--- config.mk ---
export PLATFORM = sky130hd
export DESIGN_NAME = cpm_core
export DESIGN_NICKNAME = d
export VERILOG_FILES = /design/src/rtl/cpm_pkg.sv /design/src/rtl/cpm_core.sv
export SDC_FILE = /design/constraint.sdc
export NUM_CORES = 1
export LEC_CHECK = 0
export BUFFER_PORTS_ARGS = -buffer_cell sky130_fd_sc_hd__buf_2
export CORE_MARGIN = 3
export CORE_UTILIZATION = 43
export CTS_CLUSTER_DIAMETER = 100
export DETAILED_ROUTE_END_ITERATION = 10
export PLACE_DENSITY = 0.67
export SKIP_LAST_GASP = 1
export SYNTH_ARGS = -nofsm -noshare
export SYNTH_HDL_FRONTEND = slang
export SYNTH_SLANG_ARGS = --single-unit
--- constraint.sdc ---
create_clock -name core_clk_i -period 3.83 [get_ports core_clk_i]
set_input_delay 0 -clock core_clk_i [delete_from_list [all_inputs] [get_ports core_clk_i]]
set_output_delay 0 -clock core_clk_i [all_outputs]
set_load 0.05 [all_outputs]
--- src/rtl/cpm_pkg.sv ---
// package: constants for the cpu programmers model register file
package cpm_pkg;

    localparam int ADDR_W = 13;
    localparam int DATA_W = 8;
    localparam int FLAG_W = 5;
    localparam int SP_LOW_W = 6;

    // memory map (byte addresses)
    localparam logic [12:0] RAM_LO = 13'h0080;
    localparam logic [12:0] RAM_HI = 13'h01ff;
    localparam logic [12:0] EPROM_LO = 13'h0b00;
    localparam logic [12:0] EPROM_HI = 13'h1eff;
    localparam logic [12:0] OPTION_ADDR = 13'h1f00;
    localparam logic [12:0] BOOT_LO = 13'h1f01;
    localparam logic [12:0] BOOT_HI = 13'h1fef;
    localparam logic [12:0] VEC_LO = 13'h1ff0;
    localparam logic [12:0] VEC_DED_LO = 13'h1ff2;
    localparam logic [12:0] VEC_HI = 13'h1fff;
    localparam logic [12:0] RESET_VEC = 13'h1ffe;

    // stack address formation
    localparam logic [6:0] SP_HIGH_BITS = 7'h03;
    localparam logic [12:0] SP_RESET = 13'h00ff;
    localparam logic [5:0] SP_LOW_RESET = 6'h3f;

    // flag bit positions
    localparam int FLG_H = 4;
    localparam int FLG_I = 3;
    localparam int FLG_N = 2;
    localparam int FLG_Z = 1;
    localparam int FLG_C = 0;
    localparam logic [4:0] FLAG_RESET = 5'h08;

    // push counts
    localparam logic [2:0] CALL_BYTES = 3'h2;
    localparam logic [2:0] IRQ_BYTES = 3'h5;

    // register port offsets
    localparam logic [3:0] OFS_ACC = 4'h0;
    localparam logic [3:0] OFS_IDX = 4'h1;
    localparam logic [3:0] OFS_FLAGS = 4'h2;
    localparam logic [3:0] OFS_SP = 4'h3;
    localparam logic [3:0] OFS_PC_LO = 4'h4;
    localparam logic [3:0] OFS_PC_HI = 4'h5;
    localparam logic [3:0] OFS_STATUS = 4'h6;
    localparam logic [3:0] OFS_SPADDR_LO = 4'h7;

    // region codes
    typedef enum logic [2:0] {
        CPM_REG_NONE, CPM_REG_RAM, CPM_REG_EPROM, CPM_REG_OPTION,
        CPM_REG_BOOT, CPM_REG_VEC
    } cpm_region_t;

    // sequencer ops
    typedef enum logic [3:0] {
        CPM_OP_NONE, CPM_OP_RSP, CPM_OP_ALU, CPM_OP_CARRY, CPM_OP_CALL,
        CPM_OP_RTS, CPM_OP_INT, CPM_OP_RTI, CPM_OP_CLI, CPM_OP_SEI,
        CPM_OP_JUMP, CPM_OP_INC_PC
    } cpm_op_t;

endpackage

--- src/rtl/cpm_core.sv ---
// module: programmer-visible registers, stack engine and address decode
//
// Implementation choices: strobed register access and the placing of the registers.
`timescale 1ns/100ps
// Summary of operation
// RL1: eprom 0b00-1eff, user vectors 1ff0-1fff
// RL2: boot rom 1f01-1fef, option byte 1f00
// RL3: 1ff2-1fff dedicated to reset/interrupt vectors
// RL4: ram 0080-01ff, 384 bytes
// RL5: push pointer 00ff on reset, stack home
// RL6: post-decrement push, pre-increment pull
// RL7: stack address upper bits forced 0000011
// RL8: six-bit pointer wraps silently modulo 64
// RL9: call pushes two, interrupt pushes five
// RL10: pc low first, reverse on pull
// RL11: work reg holds alu operands/results
// RL12: offset reg forms indexed addresses
// RL13: five flags h i n z c
// RL14: half carry from bit 3 add
// RL15: masked interrupts stay latched until unmasked
// RL16: negative flag follows result msb
// RL17: zero flag set on zero result
// RL18: carry flag from alu, shift, bit test
// RL19: fetch pointer 13 bits, next byte address
// RL20: all addresses truncated to 8 kbyte
module cpm_core (
    // clock and reset
    input wire logic core_clk_i,
    input wire logic rst_i,
    // register port
    input wire logic [3:0] reg_addr_i,
    input wire logic [7:0] reg_wdata_i,
    input wire logic reg_wr_i,
    input wire logic reg_rd_i,
    output logic [7:0] reg_rdata_o,
    // sequencer side
    input wire cpm_pkg::cpm_op_t op_i,
    input wire logic [7:0] alu_result_i,
    input wire logic alu_half_i,
    input wire logic alu_carry_i,
    input wire logic alu_is_add_i,
    input wire logic alu_to_index_i,
    input wire logic [12:0] jump_addr_i,
    input wire logic [12:0] mem_addr_i,
    // interrupt requests from peripherals (other domain)
    input wire logic ext_irq_i,
    input wire logic timer_irq_i,
    // memory side
    output logic [12:0] stack_addr_o,
    output logic [7:0] stack_wdata_o,
    output logic stack_we_o,
    output logic stack_re_o,
    output logic [2:0] region_o,
    output logic int_pending_o
);
    import cpm_pkg::*;

    // ------------------------------------------------------------
    // registers
    // ------------------------------------------------------------
    logic [7:0] acc_q;
    logic [7:0] idx_q;
    logic [4:0] flags_q;
    logic [5:0] sp_q;
    logic [12:0] pc_q;
    logic [2:0] push_left_q;
    logic push_is_int_q;
    logic [2:0] pull_left_q;
    logic pull_is_int_q;
    logic [4:0] push_flags_q;
    logic [1:0] ext_sync_q;
    logic [1:0] tmr_sync_q;
    logic ext_prev_q;
    logic tmr_prev_q;
    logic ext_latch_q;
    logic tmr_latch_q;
    logic [2:0] region_q;

    // ------------------------------------------------------------
    // stack address and data
    // ------------------------------------------------------------
    logic [5:0] sp_pull;
    logic [7:0] push_byte;
    logic busy;
    assign sp_pull = sp_q + 6'h01; // RL6 RL8
    assign busy = (push_left_q != 3'h0) || (pull_left_q != 3'h0);

    // byte order: pcl, pch, x, a, flags; pull reverses it
    always_comb begin
        push_byte = 8'h00;
        if (push_is_int_q) begin
            case (push_left_q)
                3'h5: push_byte = pc_q[7:0]; // RL10
                3'h4: push_byte = {3'h0, pc_q[12:8]};
                3'h3: push_byte = idx_q;
                3'h2: push_byte = acc_q;
                3'h1: push_byte = {3'h7, push_flags_q}; // RL10
                default: push_byte = 8'h00;
            endcase
        end else begin
            if (push_left_q == CALL_BYTES) begin
                push_byte = pc_q[7:0]; // RL10
            end else begin
                push_byte = {3'h0, pc_q[12:8]};
            end
        end
    end

    // stack bus outputs registered
    always_ff @(posedge core_clk_i) begin
        if (rst_i) begin
            stack_addr_o <= SP_RESET;
            stack_wdata_o <= 8'h00;
            stack_we_o <= 1'b0;
            stack_re_o <= 1'b0;
        end else if (push_left_q != 3'h0) begin
            stack_addr_o <= {SP_HIGH_BITS, sp_q}; // RL7
            stack_wdata_o <= push_byte;
            stack_we_o <= 1'b1;
            stack_re_o <= 1'b0;
        end else if (pull_left_q != 3'h0) begin
            stack_addr_o <= {SP_HIGH_BITS, sp_pull}; // RL7 RL6
            stack_wdata_o <= 8'h00;
            stack_we_o <= 1'b0;
            stack_re_o <= 1'b1;
        end else begin
            stack_addr_o <= {SP_HIGH_BITS, sp_q};
            stack_we_o <= 1'b0;
            stack_re_o <= 1'b0;
        end
    end

    // push and pull sequencing
    always_ff @(posedge core_clk_i) begin
        if (rst_i) begin
            push_left_q <= 3'h0;
            push_is_int_q <= 1'b0;
            push_flags_q <= FLAG_RESET;
            pull_left_q <= 3'h0;
            pull_is_int_q <= 1'b0;
        end else if (!busy && op_i == CPM_OP_CALL) begin
            push_left_q <= CALL_BYTES; // RL9
            push_is_int_q <= 1'b0;
        end else if (!busy && op_i == CPM_OP_INT) begin
            push_left_q <= IRQ_BYTES; // RL9
            push_is_int_q <= 1'b1;
            // flags as they stood before entry sets the mask
            push_flags_q <= flags_q; // RL10
        end else if (!busy && op_i == CPM_OP_RTS) begin
            pull_left_q <= CALL_BYTES;
            pull_is_int_q <= 1'b0;
        end else if (!busy && op_i == CPM_OP_RTI) begin
            pull_left_q <= IRQ_BYTES;
            pull_is_int_q <= 1'b1;
        end else begin
            if (push_left_q != 3'h0) begin
                push_left_q <= push_left_q - 3'h1;
            end
            if (pull_left_q != 3'h0) begin
                pull_left_q <= pull_left_q - 3'h1;
            end
        end
    end

    // ------------------------------------------------------------
    // push pointer
    // ------------------------------------------------------------
    always_ff @(posedge core_clk_i) begin
        if (rst_i) begin
            sp_q <= SP_LOW_RESET; // RL5
        end else if (!busy && op_i == CPM_OP_RSP) begin
            sp_q <= SP_LOW_RESET; // RL5
        end else if (push_left_q != 3'h0) begin
            sp_q <= sp_q - 6'h01; // RL6 RL8
        end else if (pull_left_q != 3'h0) begin
            sp_q <= sp_pull; // RL6
        end else if (reg_wr_i && reg_addr_i == OFS_SP) begin
            sp_q <= reg_wdata_i[5:0];
        end
    end

    // ------------------------------------------------------------
    // fetch pointer, loaded by jump, increment or register port writes
    // ------------------------------------------------------------
    always_ff @(posedge core_clk_i) begin
        if (rst_i) begin
            pc_q <= RESET_VEC;
        end else if (!busy && op_i == CPM_OP_JUMP) begin
            pc_q <= jump_addr_i; // RL19 RL20
        end else if (!busy && op_i == CPM_OP_INC_PC) begin
            pc_q <= pc_q + 13'h0001; // RL19 RL20
        end else if (reg_wr_i && reg_addr_i == OFS_PC_LO) begin
            pc_q[7:0] <= reg_wdata_i;
        end else if (reg_wr_i && reg_addr_i == OFS_PC_HI) begin
            pc_q[12:8] <= reg_wdata_i[4:0]; // RL20
        end
    end

    // ------------------------------------------------------------
    // work and offset registers
    // ------------------------------------------------------------
    always_ff @(posedge core_clk_i) begin
        if (rst_i) begin
            acc_q <= 8'h00;
            idx_q <= 8'h00;
        end else if (op_i == CPM_OP_ALU && !busy) begin
            if (alu_to_index_i) begin
                idx_q <= alu_result_i; // RL12
            end else begin
                acc_q <= alu_result_i; // RL11
            end
        end else if (reg_wr_i && reg_addr_i == OFS_ACC) begin
            acc_q <= reg_wdata_i;
        end else if (reg_wr_i && reg_addr_i == OFS_IDX) begin
            idx_q <= reg_wdata_i;
        end
    end

    // ------------------------------------------------------------
    // flag register
    // ------------------------------------------------------------
    always_ff @(posedge core_clk_i) begin
        if (rst_i) begin
            flags_q <= FLAG_RESET;
        end else if (!busy && op_i == CPM_OP_INT) begin
            flags_q[FLG_I] <= 1'b1;
        end else if (!busy && op_i == CPM_OP_SEI) begin
            flags_q[FLG_I] <= 1'b1;
        end else if (!busy && op_i == CPM_OP_CLI) begin
            flags_q[FLG_I] <= 1'b0;
        end else if (!busy && op_i == CPM_OP_ALU) begin
            if (alu_is_add_i) begin
                flags_q[FLG_H] <= alu_half_i; // RL14
            end
            flags_q[FLG_N] <= alu_result_i[7]; // RL16
            flags_q[FLG_Z] <= (alu_result_i == 8'h00); // RL17
            flags_q[FLG_C] <= alu_carry_i; // RL18
        end else if (!busy && op_i == CPM_OP_CARRY) begin
            flags_q[FLG_C] <= alu_carry_i; // RL18
        end else if (reg_wr_i && reg_addr_i == OFS_FLAGS) begin
            flags_q <= reg_wdata_i[4:0]; // RL13
        end
    end

    // ------------------------------------------------------------
    // interrupt request latches
    // ------------------------------------------------------------
    always_ff @(posedge core_clk_i) begin
        if (rst_i) begin
            ext_sync_q <= 2'b00;
            tmr_sync_q <= 2'b00;
            ext_prev_q <= 1'b0;
            tmr_prev_q <= 1'b0;
        end else begin
            ext_sync_q <= {ext_sync_q[0], ext_irq_i};
            tmr_sync_q <= {tmr_sync_q[0], timer_irq_i};
            ext_prev_q <= ext_sync_q[1];
            tmr_prev_q <= tmr_sync_q[1];
        end
    end

    // a new edge wins over the clear taken at interrupt entry
    always_ff @(posedge core_clk_i) begin
        if (rst_i) begin
            ext_latch_q <= 1'b0;
            tmr_latch_q <= 1'b0;
        end else begin
            if (ext_sync_q[1] && !ext_prev_q) begin
                ext_latch_q <= 1'b1; // RL15
            end else if (!busy && op_i == CPM_OP_INT && ext_latch_q) begin
                ext_latch_q <= 1'b0;
            end
            if (tmr_sync_q[1] && !tmr_prev_q) begin
                tmr_latch_q <= 1'b1; // RL15
            end else if (!busy && op_i == CPM_OP_INT && !ext_latch_q) begin
                tmr_latch_q <= 1'b0;
            end
        end
    end

    // pending only while mask flag is clear
    always_ff @(posedge core_clk_i) begin
        if (rst_i) begin
            int_pending_o <= 1'b0;
        end else begin
            int_pending_o <= (ext_latch_q | tmr_latch_q) & ~flags_q[FLG_I]; // RL15
        end
    end

    // ------------------------------------------------------------
    // address decode
    // ------------------------------------------------------------
    always_ff @(posedge core_clk_i) begin
        if (rst_i) begin
            region_q <= CPM_REG_NONE;
        end else if (mem_addr_i >= RAM_LO && mem_addr_i <= RAM_HI) begin
            region_q <= CPM_REG_RAM; // RL4
        end else if (mem_addr_i >= EPROM_LO && mem_addr_i <= EPROM_HI) begin
            region_q <= CPM_REG_EPROM; // RL1
        end else if (mem_addr_i == OPTION_ADDR) begin
            region_q <= CPM_REG_OPTION; // RL2
        end else if (mem_addr_i >= BOOT_LO && mem_addr_i <= BOOT_HI) begin
            region_q <= CPM_REG_BOOT; // RL2
        end else if (mem_addr_i >= VEC_LO) begin
            region_q <= CPM_REG_VEC; // RL1 RL3
        end else begin
            region_q <= CPM_REG_NONE;
        end
    end
    assign region_o = region_q;

    // ------------------------------------------------------------
    // register read port
    // ------------------------------------------------------------
    always_ff @(posedge core_clk_i) begin
        if (rst_i) begin
            reg_rdata_o <= 8'h00;
        end else if (reg_rd_i) begin
            if (reg_addr_i == OFS_ACC) begin
                reg_rdata_o <= acc_q;
            end else if (reg_addr_i == OFS_IDX) begin
                reg_rdata_o <= idx_q;
            end else if (reg_addr_i == OFS_FLAGS) begin
                reg_rdata_o <= {3'h0, flags_q};
            end else if (reg_addr_i == OFS_SP) begin
                reg_rdata_o <= {2'h0, sp_q};
            end else if (reg_addr_i == OFS_PC_LO) begin
                reg_rdata_o <= pc_q[7:0];
            end else if (reg_addr_i == OFS_PC_HI) begin
                reg_rdata_o <= {3'h0, pc_q[12:8]};
            end else if (reg_addr_i == OFS_STATUS) begin
                reg_rdata_o <= {5'h00, busy, ext_latch_q, tmr_latch_q};
            end else if (reg_addr_i == OFS_SPADDR_LO) begin
                reg_rdata_o <= {SP_HIGH_BITS[1:0], sp_q}; // RL7
            end else begin
                reg_rdata_o <= 8'h00;
            end
        end else begin
            reg_rdata_o <= 8'h00;
        end
    end

endmodule // cpm_core

== Word level (Yosys, flattened, before mapping) ==
Index checks and enable logic that the tools add are counted.

* Bits in registers: 95
* Word-level logic and storage cells: 208

* Bitwise logic cells: 8
* Add/sub/neg operators: 5
* Eq/ne operators: 36
* $lt $le $gt $ge: 7
* Reductions and logical operators: 65
* Muxes and demuxes: 57

{| class="wikitable"
|+ Operators by type and width
! operator !! count
|-
| $mux 8 || 20
|-
| $pmux 8 s5 || 1
|-
| $eq 4x3->1 const B || 8
|-
| $mux 3 || 10
|-
| $mux 6 || 5
|-
| $ge 13x13->1 const B || 2
|-
| $le 13x13->1 const B || 2
|-
| $mux 13 || 2
|-
| $logic_and 1x1->1 || 24
|-
| $reduce_bool 3->1 || 8
|-
| $eq 4x2->1 const B || 4
|-
| $eq 4x4->1 const B || 4
|-
| $reduce_bool 2->1 || 8
|-
| $mux 5 || 3
|-
| $reduce_and 3->1 || 5
|-
| $add 13x1->13 const B || 1
|-
| $eq 13x13->1 const B || 1
|-
| $ge 13x12->1 const B || 1
|-
| $ge 13x8->1 const B || 1
|-
| $le 13x9->1 const B || 1
|-
| $mux 1 || 12
|-
| $ne 2x2->1 const B || 6
|-
| $reduce_or 2->1 || 5
|-
| $eq 4x1->1 const B || 2
|-
| other kinds (24) || 42
|}

== Longest topological paths before layout ==
* Word-level depth: 9
* Gate-level depth with buffers: 9
* Depth with buffers taken out: 7

== Worst setup path after synthesis ==
No wires, ideal clock.

* Path type: register to register
* Start: reg push_left_q[0]
* End: reg idx_q[7]
* Setup slack: 1660 ps
* Cell stages (with the launch flop): 9
* Data arrival time: 2100 ps
* Clock period less this slack: 2170 ps
* Cells stage by stage: dfxtp_1 -> inv_1 -> ha_1 -> nand4bb_4 -> or4_1 -> buf_4 -> mux2i_4 -> or2_2 -> a21oi_1

* Longest elaborated chain between the ends: 6

{| class="wikitable"
|+ RTL lines
! element !! line !! text
|-
| start, declared || cpm_core.sv:66 || <nowiki>logic [2:0] push_left_q;</nowiki>
|-
| start signal, assigned || cpm_core.sv:157 || <nowiki>push_left_q <= push_left_q - 3'h1;</nowiki>
|-
| $reduce_bool 3->1 * || cpm_core.sv:86 || <nowiki>assign busy = (push_left_q != 3'h0) || (pull_left_q != 3'h0);</nowiki>
|-
| $logic_or 1x1->1 * || cpm_core.sv:86 ||
|-
| $logic_not 1->1 * || cpm_core.sv:206 || <nowiki>end else if (op_i == CPM_OP_ALU && !busy) begin</nowiki>
|-
| $logic_and 1x1->1 * || cpm_core.sv:206 ||
|-
| $ne 2x1->1 (no source line), or another cell as far along || -- ||
|-
| $reduce_and 3->1 (no source line) || -- ||
|-
| end signal, assigned || cpm_core.sv:208 || <nowiki>idx_q <= alu_result_i;</nowiki>
|-
| end signal, assigned || cpm_core.sv:215 || <nowiki>idx_q <= reg_wdata_i;</nowiki>
|-
| end, declared || cpm_core.sv:62 || <nowiki>logic [7:0] idx_q;</nowiki>
|}

Every way passes the cells marked *; elsewhere a longest branch is shown, timed or not.
A chain may end at the register's enable or synchronous reset.

== Worst setup path after layout ==
* Start: reg push_left_q[0]
* End: reg acc_q[3]

* Longest elaborated chain between the ends: 6

{| class="wikitable"
|+ RTL lines
! element !! line !! text
|-
| $reduce_bool 3->1 * || cpm_core.sv:86 ||
|-
| $logic_or 1x1->1 * || cpm_core.sv:86 ||
|-
| $logic_not 1->1 * || cpm_core.sv:206 ||
|-
| $logic_and 1x1->1 * || cpm_core.sv:206 ||
|-
| $ne 2x2->1 (no source line) or $reduce_bool 2->1 (tied branches) || -- ||
|-
| $reduce_and 2->1 (no source line) || -- ||
|-
| end signal, assigned || cpm_core.sv:210 || <nowiki>acc_q <= alu_result_i;</nowiki>
|-
| end signal, assigned || cpm_core.sv:213 || <nowiki>acc_q <= reg_wdata_i;</nowiki>
|-
| end, declared || cpm_core.sv:61 || <nowiki>logic [7:0] acc_q;</nowiki>
|}

Marked as above.

==> summary.md <==
| Metric | Value |
|---|---|
| Status | `complete, no violations` |
| Crit Path Class | `reg -> reg` |
| Most used DFF post-synth | `dfxtp_1` |
| Critical Path Max Stage Delay | `0.75 ns` |
| Die height | `115.8 um` |
| Post-Layout Cell Count | `865` |
| # nets final | `787` |
| Hold depth | `3` |
| Post-Synthesis Cells | `~650` |
| Post-synthesis register bit count | `between 80 and 90` |
| Class of the tightest hold or removal check | `in -> reg` |
| Slew Limit Fails | `0` |
| Busiest grt layer | `met2` |
| Fillers | `1132` |
| Vias in the first global route | `approximately 5000` |
| Multi-input logic area | `between 3000 and 4000 um2` |
| Post-synth top cells | `dfxtp_1 (88), nor2_1 (55), a21oi_1 (54), nand2_1 (54), clkbuf_1 (42)` |
| Worst IR drop on VDD | `~0.00047 V` |
| Final Setup Violations | `0` |
| Critical path's slowest cell | `or4_1` |
| RSZ-0062 raised after global routing | `false` |
| Cell area after synthesis | `5181 um2` |
| 1st-iter DRT viols | `between 500 and 600` |
| Area Growth Syn to Fin | `17.36%` |
| Routed Antenna Nets | `0` |
| CTS Sinks | `88` |
| Cell Chain, Critical Path | `inv_1 > ha_1 > nand4bb_4 > or4_1 > mux2i_4 > mux2i_1 > nor2_1` |
| Placer Congestion | `approximately 0.98` |
| Seq pwr share | `a little under a third` |
| Net Sw Frac | `~44%` |
| Starting density of the core | `44.61%` |
| Top-count cell post-synth | `dfxtp_1` |
| Initial antenna violation count | `0` |
| 1st-pass router iterations | `5` |
| Pwr Density | `approximately 660 nW/um2` |
| First-pass GRT wire length | `approximately 27000 um` |
| Met2 Resource Use GR | `about two fifths` |
| Setup TNS | `0 ns` |
| Root Driver | `clkbuf_16` |
| Register area | `1762 um2` |
| Met3 usage | `under 10%` |
| Post-CTS resize count | `0` |
| Worst Skew | `0.01378 ns` |
| Max Clock Freq | `approximately 370 MHz` |
| DR vias/cell | `about 6` |
| Tightest Pin Transition | `approximately 0.81 ns` |
| Slew HR | `between 40 and 50%` |
| Synth top area share | `about a third` |
| Largest net degree at the start of global routing | `65` |
| Max-Cap Viols | `0` |
| Drt total wl | `17200 um` |
| # rows | `39` |
| Top Ports | `95` |
| Yosys warnings | `0` |
| Total GRT Usage | `approximately a quarter` |
| Asr flop ratio synth | `0%` |
| Post-synth EDFFs | `0` |
| Netlist cell types | `62` |
| H-tree Lvls | `3` |
| Comb power frac | `between 40% and 50%` |
| Startpoint Class | `flip-flop` |
| I/O Buffers | `87` |
| Req. time, crit path | `4.05 ns` |
| Post CTS Setup Buffer Count | `0` |
| Dpl cells | `about 840` |
| Hold Buf Count CTS | `14` |
| Largest area contributor in the netlist | `dfxtp_1` |
| Setup crit end kind | `flip-flop` |
| Die area | `13400 um2` |
| CP arrival | `between 2 and 3 ns` |
| Clock latency on the worst-skew pair | `0.36 ns` |
| Avg WL per Cell | `between 15 and 20 um` |
| Psw | `roughly 1.8 mW` |
| Clk slew on worst S/H paths | `0.07 ns` |
| Drc violations | `0` |
| DPL Wire Length | `~13000 um` |
| Syn_area_per_cell | `approximately 8 um2` |
| Cell Int Power | `2.245 mW` |
| CTS Buffer Depth | `2` |
| Clk pwr share | `a little under a quarter` |
| Met1 Use GR | `approximately a third` |
| Post-layout min period | `roughly 2.7 ns` |
| Crit share post-route | `a little over two thirds` |
| Core footprint | `approximately 12000 um2` |
| Vias | `around 5300` |
| Top cells by area, synth | `dfxtp_1 (34%), mux2i_1 (6.4%), a21oi_1 (5.2%)` |
| Reg2reg path depth | `7` |
| Final Hold Violating Endpoints | `0` |
| Crit Path Max Fanout | `13` |
| # diodes | `0` |
| PnR Total Power | `roughly 4.0 mW` |
| Post-synthesis sequential area ratio | `~34%` |
| Layout Utilization | `roughly 52%` |
| Congestion Overflow GR | `0` |
| CTS tree | `built` |
| CTS buffer count | `9` |
| Leak Pwr | `around 2.6 nW` |
| Die X | `115.8 um` |
| Share of cells above drive strength 1 | `between 10% and 20%` |
power by group through the flow:
stage          Sequential, mW  Clock, mW  Combinational (mW)
2_1_floorplan            1.45          0                1.15
3_3_place_gp             1.26          0                1.79
3_5_place_dp             1.27          0                1.81
4_1_cts                  1.25      0.924                1.83
5_1_grt                  1.28      0.969                2.01
6_report                 1.26      0.912                1.84
cell families after synthesis:
family | Yosys count | share of synthesized area [%]
mux | 46 | 9.635
xor+xnor | 10 | 1.691
compound gates | 177 | 22.43
fa+ha+maj | 10 | 2.415
other cells | 2 | 0.1449
flops | 88 | 34.00
simple gates | 236 | 23.28
buf+inv | 78 | 6.399
worst max-delay path: cells and delay by family, from the launching register on:
kind / cells / cell delay [ns]
fa+ha+maj: 1 / 0.27
buf+inv: 1 / 0.16
mux: 2 / 0.75
flops: 1 / 0.34
simple gates: 3 / 1.03
per-stage QoR:
stage,setup slack (ns),hold WS (ns),instance area (um2)
after floorplan,1.660,0.1282,5200
after CTS,1.159,0.01534,6081
after global routing,0.9742,0.03504,6081
final,1.148,0.02452,6081
after global placement,1.264,0.2145,5637
after detailed placement,1.175,0.2181,5637
layer usage:
layer	wire length (um)	up-vias	share of wire, %
met4	831	0	4.8
met1	7417	2470	43
met2	7700	244	45
met5	0	-	0
met3	1246	51	7.2
li1	-	2508	-
flip-flops by register name (all words and copies together), names as in the netlist, 2 cells and up:
signal and cells:
stack_addr_o 6, idx_q 8, push_flags_q 5, flags_q 5, push_left_q 3, tmr_sync_q 2
region_o 3, sp_q 6, ext_sync_q 2, reg_rdata_o 8, pull_left_q 3, stack_wdata_o 8
pc_q 13, acc_q 8
final cells by class:
class | count | share of cell area [%]
sequential | 88 | 28.97
clock buffer | 10 | 3.930
tap | 143 | 2.942
inverter | 21 | 1.296
multi-input combinational | 486 | 51.09
timing repair buffer | 111 | 10.70
clock inverter | 6 | 1.070
final timing paths:
path,start,end,slack (ns)
max,push_left_q[0]$_SDFFE_PP0P_,acc_q[3]$_SDFFE_PP0P_,1.15
max reg2reg,push_left_q[0]$_SDFFE_PP0P_,acc_q[3]$_SDFFE_PP0P_,1.15
min reg2reg,tmr_sync_q[0]$_SDFF_PP0_,tmr_sync_q[1]$_SDFF_PP0_,0.45
min,jump_addr_i[12],pc_q[12]$_SDFFE_PP1P_,0.02
layout by cell type, fill, tap and decap left out, types with 8 or more instances in the layout:
cell type	netlist	layout
dlygate4sd3_1	0	14
a31oi_1	8	8
buf_4	8	10
dfxtp_1	88	88
or3_1	9	9
nor3_1	20	20
mux2_2	11	11
inv_1	20	20
buf_2	0	87
o21ai_0	39	39
a21oi_1	54	54
nand3_1	28	28
nand2b_1	9	9
nor2_1	55	55
mux2i_1	33	33
clkbuf_16	0	9
a221oi_1	13	13
nor2b_1	15	15
ha_1	10	10
a211oi_1	8	8
nor4_1	10	10
nand2_1	54	54
(Power assumes the default switching activity.)
